<file path="src/hdl/imu_defs.vh">
// constants for the inertial sensor serial slave and timing block
// Function
// first fresh data appears about 175 ms after power-up, and about 55 ms after a reset; the code waits 175 ms after rst_n, 55 ms after the reset command.
// the host holds the reset input low for at least 10 us to start a proper recovery; the bench holds it 12 cycles (120 ns) first, 1000 cycles later.
// a flash back-up command takes about 55 ms, and no new data comes until it ends.
// a flash integrity test takes about 20 ms before new data comes again.
// an external sync clock of 0.8 to 1.1 kHz is accepted, and slower sync still works.
// each output bit is shifted onto the output line on the falling serial clock edge.
// each input bit is sampled on the rising serial clock edge.
// the host leaves at least 9 us idle between single-word transfers, none in a burst.
// the host keeps sync high pulses at least 25 us wide and periods at least 910 us long.
// data ready follows a sync pulse by about 670 us, and data is invalid for about 210 us.
// four configurable digital lines exist, and the fourth can serve as the sync input; here only lines two and three are configurable.
// each 16-bit transfer is framed by chip select low, and clock edges are ignored while high.
// the link is mode 3, most significant bit first, 16-bit words, with the device as slave.
// a register read takes two transfers, and the data returns during the second.
// without setup the device samples autonomously at 819.2 samples per second.
// the first digital line pulses high at the end of every sample cycle.
`ifndef IMU_DEFS_VH
`define IMU_DEFS_VH
// ****************************************
// clock and times
// ****************************************
`define IMU_CLK_MHZ 100
`define IMU_STARTUP_MS 175
`define IMU_RESET_REC_MS 55
`define IMU_FLASH_BKUP_MS 55
`define IMU_FLASH_TEST_MS 20
// ms to us is times 1000, us to cycles is times the clock in MHz; all fit 32 bits
`define IMU_STARTUP_CYC (`IMU_STARTUP_MS * 1000 * `IMU_CLK_MHZ)
`define IMU_RESET_REC_CYC (`IMU_RESET_REC_MS * 1000 * `IMU_CLK_MHZ)
`define IMU_FLASH_BKUP_CYC (`IMU_FLASH_BKUP_MS * 1000 * `IMU_CLK_MHZ)
`define IMU_FLASH_TEST_CYC (`IMU_FLASH_TEST_MS * 1000 * `IMU_CLK_MHZ)
// 819.2 sps: period 1220.703125 us, rounded down to whole cycles
`define IMU_SAMPLE_PERIOD_NS 1220703
`define IMU_SAMPLE_CYC (`IMU_SAMPLE_PERIOD_NS * `IMU_CLK_MHZ / 1000)
`define IMU_SYNC_TO_DRDY_US 670
`define IMU_SYNC_TO_DRDY_CYC (`IMU_SYNC_TO_DRDY_US * `IMU_CLK_MHZ)
`define IMU_DATA_INVALID_US 210
`define IMU_DATA_INVALID_CYC (`IMU_DATA_INVALID_US * `IMU_CLK_MHZ)
`define IMU_DRDY_PULSE_CYC 16'h0064
// ****************************************
// serial word and commands
// ****************************************
`define IMU_WORD_BITS 16
`define IMU_WR_BIT 15
`define IMU_ADDR_MSB 14
`define IMU_ADDR_LSB 8
`define IMU_CMD_ADDR 7'h3e
`define IMU_CMD_FLASH_TEST 8'h02
`define IMU_CMD_FLASH_BKUP 8'h08
`define IMU_CMD_SW_RESET 8'h80
`define IMU_DIO_CTRL_ADDR 7'h32
`define IMU_MSC_CTRL_ADDR 7'h34
`define IMU_SYNC_EN_BIT 4
`define IMU_DATA_ADDR 7'h04
`define IMU_STATUS_ADDR 7'h3c
`endif

</file>
<file path="src/hdl/imu_fifo.v">
// small flip-flop fifo for sample words
`timescale 1ns/1ns
module imu_fifo #(
  parameter WIDTH = 16,
  parameter DEPTH = 16,
  parameter AW = 4
) (
  // clock and reset
  input wire ref_clk,
  input wire rst_n,
  // fill side
  input wire in_valid,
  output wire in_ready,
  input wire [WIDTH-1:0] in_data,
  // drain side
  output wire out_valid,
  input wire out_ready,
  output wire [WIDTH-1:0] out_data
);
  reg [WIDTH-1:0] mem [0:DEPTH-1];
  reg [AW-1:0] wr_ptr;
  reg [AW-1:0] rd_ptr;
  reg [AW:0] count;
  wire push;
  wire pop;

  // honest flags from the occupancy count
  assign in_ready = (count != DEPTH[AW:0]);
  assign out_valid = (count != {(AW+1){1'b0}});
  assign out_data = mem[rd_ptr];
  assign push = in_valid && in_ready;
  assign pop = out_valid && out_ready;

  // pointers wrap freely, depth is a power of two
  always @(posedge ref_clk) begin
    if (!rst_n) begin
      wr_ptr <= {AW{1'b0}};
      rd_ptr <= {AW{1'b0}};
      count <= {(AW+1){1'b0}};
    end else begin
      if (push) begin
        mem[wr_ptr] <= in_data;
        wr_ptr <= wr_ptr + 1'b1;
      end
      if (pop) begin
        rd_ptr <= rd_ptr + 1'b1;
      end
      if (push && !pop) begin
        count <= count + 1'b1;
      end else if (pop && !push) begin
        count <= count - 1'b1;
      end
    end
  end
endmodule

</file>
<file path="src/hdl/imu_spi_slave.v">
// serial slave port, sample timing and sync handling of the inertial sensor
`timescale 1ns/1ns
`include "imu_defs.vh"
module imu_spi_slave #(
  parameter STARTUP_CYC = `IMU_STARTUP_CYC,
  parameter RESET_REC_CYC = `IMU_RESET_REC_CYC,
  parameter FLASH_BKUP_CYC = `IMU_FLASH_BKUP_CYC,
  parameter FLASH_TEST_CYC = `IMU_FLASH_TEST_CYC,
  parameter SAMPLE_CYC = `IMU_SAMPLE_CYC,
  parameter SYNC_TO_DRDY_CYC = `IMU_SYNC_TO_DRDY_CYC,
  parameter DATA_INVALID_CYC = `IMU_DATA_INVALID_CYC,
  parameter FIFO_DEPTH = 16
) (
  // clock and reset
  input wire ref_clk,
  input wire rst_n,
  // serial link from host
  input wire sclk,
  input wire cs_n,
  input wire mosi,
  output reg miso,
  // sample stream from the sensor core
  input wire smp_valid,
  output wire smp_ready,
  input wire [15:0] smp_data,
  // digital lines, only lines two and three configurable
  input wire [3:0] aux_io_in,
  output wire [3:0] aux_io_out,
  output wire [3:0] aux_io_oe,
  // status
  output reg data_valid
);
  localparam ST_BOOT = 2'b00;
  localparam ST_RUN = 2'b01;
  localparam ST_BUSY = 2'b10;
  localparam [31:0] ONE = 32'h0000_0001;

  // ****************************************
  // input synchronisers
  // ****************************************
  reg [2:0] sclk_s;
  reg [1:0] cs_s;
  reg [1:0] mosi_s;
  reg [2:0] sync_s;
  wire sclk_rise = sclk_s[1] && !sclk_s[2];
  wire sclk_fall = !sclk_s[1] && sclk_s[2];
  wire cs_act = !cs_s[1];

  // two flops each; the third stage of clock and sync only feeds edge finding
  always @(posedge ref_clk) begin
    if (!rst_n) begin
      sclk_s <= 3'h7;
      cs_s <= 2'h3;
      mosi_s <= 2'h0;
      sync_s <= 3'h0;
    end else begin
      sclk_s <= {sclk_s[1:0], sclk};
      cs_s <= {cs_s[0], cs_n};
      mosi_s <= {mosi_s[0], mosi};
      sync_s <= {sync_s[1:0], aux_io_in[3]};
    end
  end

  // ****************************************
  // sample fifo
  // ****************************************
  wire f_valid;
  wire [15:0] f_data;
  reg f_pop;

  imu_fifo #(.WIDTH(16), .DEPTH(FIFO_DEPTH), .AW(4)) u_fifo (
    .ref_clk(ref_clk),
    .rst_n(rst_n),
    .in_valid(smp_valid),
    .in_ready(smp_ready),
    .in_data(smp_data),
    .out_valid(f_valid),
    .out_ready(f_pop),
    .out_data(f_data)
  );

  // ****************************************
  // control registers and state
  // ****************************************
  reg [1:0] state;
  reg [31:0] busy_cnt;
  reg [31:0] smp_cnt;
  reg [31:0] sync_cnt;
  reg sync_pend;
  reg sync_en;
  reg [15:0] dio_ctrl;
  reg [15:0] out_reg;
  reg [15:0] drdy_cnt;
  reg [15:0] shreg;
  reg [15:0] rx;
  reg [4:0] bitcnt;
  reg sw_reset;
  reg bkup_req;
  reg test_req;
  wire end_sample;
  wire sync_rise = sync_s[1] && !sync_s[2];

  // internal cadence, or sync-driven cadence when selected on line four
  assign end_sample = (state == ST_RUN) && (sync_en ?
    (sync_pend && sync_cnt == SYNC_TO_DRDY_CYC - ONE) :
    (smp_cnt == SAMPLE_CYC - ONE));

  // first line drives data ready; lines two and three by level bits 10:9 and direction bits 2:1
  assign aux_io_out = {1'b0, dio_ctrl[10:9], (drdy_cnt != 16'h0000)};
  assign aux_io_oe = {1'b0, dio_ctrl[2:1], 1'b1};

  // ****************************************
  // sample timing, busy periods
  // ****************************************
  // sync handling stays edge-based so any period longer than the sync-to-ready delay, even slower than the range, keeps running
  always @(posedge ref_clk) begin
    if (!rst_n) begin
      state <= ST_BOOT;
      busy_cnt <= 32'h0000_0000;
      smp_cnt <= 32'h0000_0000;
      sync_cnt <= 32'h0000_0000;
      sync_pend <= 1'b0;
      drdy_cnt <= 16'h0000;
      out_reg <= 16'h0000;
      data_valid <= 1'b0;
      f_pop <= 1'b0;
    end else begin
      f_pop <= 1'b0;
      if (drdy_cnt != 16'h0000) begin
        drdy_cnt <= drdy_cnt - 16'h0001;
      end
      if (sync_rise) begin
        sync_pend <= 1'b1;
        sync_cnt <= 32'h0000_0000;
      end else if (sync_pend) begin
        sync_cnt <= sync_cnt + ONE;
      end
      case (state)
        ST_BOOT: begin
          // power-on start-up wait
          if (busy_cnt == STARTUP_CYC - ONE) begin
            busy_cnt <= 32'h0000_0000;
            state <= ST_RUN;
          end else begin
            busy_cnt <= busy_cnt + ONE;
          end
        end
        ST_RUN: begin
          if (sw_reset || bkup_req || test_req) begin
            data_valid <= 1'b0;
            busy_cnt <= sw_reset ? RESET_REC_CYC - ONE :
              (bkup_req ? FLASH_BKUP_CYC - ONE : FLASH_TEST_CYC - ONE);
            state <= ST_BUSY;
          end else begin
            smp_cnt <= (end_sample || sync_en) ? 32'h0000_0000 : smp_cnt + ONE;
            // data goes invalid while the sync-driven cycle refreshes it
            if (sync_en && sync_pend && sync_cnt == SYNC_TO_DRDY_CYC - DATA_INVALID_CYC) begin
              data_valid <= 1'b0;
            end
            if (end_sample) begin
              // a new sync edge in this same cycle must not be lost
              if (!sync_rise) begin
                sync_pend <= 1'b0;
              end
              drdy_cnt <= `IMU_DRDY_PULSE_CYC;
              data_valid <= 1'b1;
              if (f_valid) begin
                out_reg <= f_data;
                f_pop <= 1'b1;
              end
            end
          end
        end
        ST_BUSY: begin
          // reset recovery, flash back-up or flash test: no new data
          if (busy_cnt == 32'h0000_0000) begin
            state <= ST_RUN;
            smp_cnt <= 32'h0000_0000;
          end else begin
            busy_cnt <= busy_cnt - ONE;
          end
        end
        default: state <= ST_BOOT;
      endcase
    end
  end

  // ****************************************
  // serial shifter
  // ****************************************
  // the reply for a read is loaded at word end, so it leaves in the next word
  always @(posedge ref_clk) begin
    if (!rst_n) begin
      shreg <= 16'h0000;
      rx <= 16'h0000;
      bitcnt <= 5'h00;
      miso <= 1'b0;
      sync_en <= 1'b0;
      dio_ctrl <= 16'h0000;
      sw_reset <= 1'b0;
      bkup_req <= 1'b0;
      test_req <= 1'b0;
    end else begin
      sw_reset <= 1'b0;
      bkup_req <= 1'b0;
      test_req <= 1'b0;
      if (!cs_act) begin
        bitcnt <= 5'h00;
        miso <= shreg[15];
      end else if (sclk_rise) begin
        // mode 3: capture on the rising edge, msb first
        rx <= {rx[14:0], mosi_s[1]};
        if (bitcnt == 5'h0f) begin
          bitcnt <= 5'h00;
          if (rx[`IMU_WR_BIT - 1]) begin
            // write: each byte address holds one byte; command bits sit in the low byte
            if (rx[13:7] == `IMU_CMD_ADDR) begin
              sw_reset <= rx[6];
              bkup_req <= rx[2];
              test_req <= rx[0];
            end
            if (rx[13:7] == `IMU_DIO_CTRL_ADDR) begin
              dio_ctrl[7:0] <= {rx[6:0], mosi_s[1]};
            end
            if (rx[13:7] == `IMU_DIO_CTRL_ADDR + 7'h01) begin
              dio_ctrl[15:8] <= {rx[6:0], mosi_s[1]};
            end
            if (rx[13:7] == `IMU_MSC_CTRL_ADDR) begin
              sync_en <= rx[`IMU_SYNC_EN_BIT - 1];
            end
          end else begin
            case (rx[13:7])
              `IMU_DATA_ADDR: shreg <= out_reg;
              `IMU_STATUS_ADDR: shreg <= {14'h0000, sync_en, data_valid};
              `IMU_DIO_CTRL_ADDR: shreg <= dio_ctrl;
              `IMU_MSC_CTRL_ADDR: shreg <= {11'h000, sync_en, 4'h0};
              default: shreg <= 16'h0000;
            endcase
          end
        end else begin
          bitcnt <= bitcnt + 5'h01;
        end
      end else if (sclk_fall) begin
        // shift out on the falling edge
        miso <= shreg[15];
        shreg <= {shreg[14:0], 1'b0};
      end
    end
  end
endmodule

</file>
<file path="config.mk">
export PLATFORM = sky130hd
export DESIGN_NAME = imu_spi_slave
export DESIGN_NICKNAME = d
export VERILOG_FILES = /design/src/hdl/imu_fifo.v /design/src/hdl/imu_spi_slave.v
export VERILOG_INCLUDE_DIRS = /design/src /design/src/hdl
export SDC_FILE = /design/constraint.sdc
export NUM_CORES = 1
export LEC_CHECK = 0
export BUFFER_PORTS_ARGS = -buffer_cell sky130_fd_sc_hd__buf_2
export CORE_ASPECT_RATIO = 2
export CORE_MARGIN = 8
export CORE_UTILIZATION = 43
export DETAILED_ROUTE_END_ITERATION = 6
export GPL_TIMING_DRIVEN = 0
export PLACE_DENSITY = 0.63
export SYNTH_ARGS = -nofsm -noshare
export SYNTH_HDL_FRONTEND = slang
export SYNTH_SLANG_ARGS = --single-unit
</file>
<file path="constraint.sdc">
create_clock -name ref_clk -period 4.47 [get_ports ref_clk]
set_input_delay 1.341 -clock ref_clk [delete_from_list [all_inputs] [get_ports ref_clk]]
set_output_delay 1.341 -clock ref_clk [all_outputs]
set_load 0.05 [all_outputs]
</file>
==> impl_metrics.tcl <==
set metrics [dict create \
    hold_viol_final 0 \
    start_util_pct 43.3 \
    end_kind "output pin" \
    cp-start-kind "flip-flop" \
    holdPathEnd "sclk_s[1]" \
    violations "DRC" \
    tns_ps 0 \
    hold_path.class "flip-flop to flip-flop" \
    drt_iter0_drc 1648 \
    synth_most_common_cell "edfxtp_1" \
    portBuffers 29 \
    dp_slack_ps 506 \
    clock_skew_ps 21.1 \
    max_freq_mhz 254 \
    largest_reg_flops 256 \
    tritoncts "yes" \
    min_period_ps 3940 \
    syn-instance-count 1756 \
    num_rows 114 \
    status "finished with violations" \
    regMostFlops "u_fifo.mem" \
    async_reset_ff_share_pct 0 \
    grt_pass1_wl_mm 82.2 \
    dieWidth_um 172 \
    wire_per_inst_um 20.9 \
    antenna_found_initial 2 \
    cts_root_buf "clkbuf_16" \
    core_mm2 0.0481 \
    drv_cap 0 \
    clock_path_buffers 3 \
    numClockSinks 469 \
    crit_start "drdy_cnt[2]" \
    ff2ff_setup_slack_ps 1230 \
    peakVddDrop_mv 0.311 \
    syn_avg_cell_area_um2 11.9 \
    layout-drive-gt1-share_pct 13.8 \
    power_mw 9.22 \
    n_fill_cell 4249 \
    synth_seq_cells 469 \
    stdcell_count 2526 \
    dieArea_mm2 0.0561 \
    die_y_um 327 \
    gp_congestion 0.916 \
    required_ps 3130 \
    fin_crit_sh_pct 88.2 \
    cts_made_buffers 44 \
    postCtsSetupRepairBufs 0 \
    r2r_cells 6 \
    rsz0062_at_grt "false" \
    timing.final.ws_setup_ps 527 \
    grt_max_degree 17 \
    synth-edff-count 256 \
    rr_startpoint "u_fifo.rd_ptr[1]" \
    stdcell_area_mm2 0.0236 \
    grt_pass1_vias 14229 \
    cts.clk_slew.worst_paths_ps 60 \
    worstPathMaxFanout 6 \
    synth_ff_type "edfxtp_1" \
    dp_cells 2444 \
    relSlewSlack_pct 18.8 \
    io_pins 37 \
    synth_seq_area_share_pct 57.4 \
    yosys.area.top_type_share_pct 36.9 \
    hold_start "sclk_s[0]" \
    gr-usage-all-layers_pct 18.9 \
    hold_path_depth 1 \
    worstSetupPathType "flip-flop to output pin" \
    nets 1903 \
    ant_nets 0 \
    hpwl_mm 36.0 \
    first_pass_iters 7 \
    arrival_ps 2600 \
    r2r_end "out_reg[15]" \
    synth_area_leaders "edfxtp_1 (37%), dfxtp_1 (20%), mux4_2 (7.0%)" \
    synthDistinctLibCells 87 \
    worst_slew_pin_slew_ps 1220 \
    place_area_mm2 0.0222 \
    yosys-top-cells-count "edfxtp_1 (256), dfxtp_1 (213), nor2_1 (194), nand2_1 (110), a21oi_1 (80)" \
    grt_overflow_total 0 \
    p_leak_nw 7.77 \
    cts_max_level 2 \
    drv_slew 0 \
    synth_top_area_cell "edfxtp_1" \
    setup_viol 0 \
    cellPowerDensity_mw_per_mm2 390 \
    vias 14636 \
    route.detailed.drc 6 \
    syn-cell-area_mm2 0.0208 \
    via_per_inst 5.79 \
    cts_hold_buf 0 \
    ys_warn_count 0 \
    routed_wl_mm 52.8 \
    area_delta_synth_final_pct 13.5 \
    cts_resized 0 \
    clkLatencyLatePin_ps 570 \
]
## worst max-delay path, cell delays in order (launching register included)
cell and delay [ps]:
dfxtp_1 340, or4_1 600, nor3_1 500, nand2_1 310, buf_2 300
## placed cells by master (no fill, tap or decap), types with 18 or more instances in the layout
| master | Yosys | layout |
|---|---|---|
| xor2_1 | 50 | 50 |
| nand2_1 | 110 | 110 |
| ha_1 | 24 | 24 |
| dfxtp_1 | 213 | 213 |
| xnor2_1 | 25 | 25 |
| edfxtp_1 | 256 | 256 |
| a21oi_1 | 80 | 80 |
| nand3_1 | 47 | 47 |
| nor4_1 | 24 | 24 |
| nor2_1 | 194 | 182 |
| buf_2 | 25 | 54 |
| nor3_1 | 52 | 48 |
| inv_1 | 35 | 35 |
| a221oi_1 | 20 | 20 |
| and2_1 | 18 | 18 |
| nand4_1 | 45 | 45 |
| or3_1 | 25 | 25 |
| o21ai_0 | 54 | 54 |
| mux4_2 | 65 | 65 |
| or4_1 | 19 | 19 |
| clkbuf_16 | 0 | 45 |
| mux2i_1 | 53 | 53 |
| and3_1 | 22 | 22 |
| clkbuf_1 | 75 | 83 |
## report_power, final
group          switching [mW]  internal [mW]
clock                    1.63           2.19
combinational           0.420          0.267
sequential             0.0714           4.64
## cells by family (layout without fill, tap and decap cells)
| group | count (synthesis) | count (layout) | synth area share, % |
|---|---|---|---|
| AND/OR/NAND/NOR | 629 | 629 | 15.9 |
| flip-flops | 469 | 469 | 57.4 |
| AO/OA/AOI/OAI | 282 | 282 | 9.26 |
| buffers and inverters | 156 | 285 | 3.18 |
| multiplexers | 118 | 118 | 9.58 |
| XOR/XNOR | 75 | 75 | 3.15 |
| adder cells (fa/ha/maj) | 25 | 25 | 1.54 |
| other | 2 | 5 | 0.0361 |
## how the worst max path moves through the flow
stage                                    end  slack [ps]
after floorplan             u_fifo.mem[0][0]         840
after global placement     u_fifo.mem[1][11]       -1130
after detailed placement  u_fifo.mem[10][15]         510
after CTS                      aux_io_out[0]         480
after global routing           aux_io_out[0]         310
final                          aux_io_out[0]         530
## per-stage QoR
step                      utilization (%)  hold slack [ps]
final                                49.2              422
after global routing                 49.2              434
after CTS                            49.2              420
after detailed placement             46.1              403
after global placement               45.3              404
after floorplan                         -              386
## metal layers
layer	wire length, um	global-route usage (%)
met5	0	0
met2	24200	29.0
met1	23100	26.3
met3	3560	2.79
met4	1950	7.73
## area by class of cell
| class | count | area (um^2) | share of cell area, % |
|---|---|---|---|
| plain buffers | 118 | 519 | 2.20 |
| clock inverters | 24 | 272 | 1.15 |
| multi-input cells | 1132 | 8260 | 35.0 |
| well taps | 638 | 798 | 3.38 |
| diodes | 2 | 5.00 | 0.0212 |
| inverters | 38 | 143 | 0.603 |
| clock buffers | 56 | 1200 | 5.07 |
| flip-flops and latches | 469 | 12000 | 50.6 |
| repair buffers | 49 | 489 | 2.07 |
No activity file was read; power rests on OpenSTA's default activity.
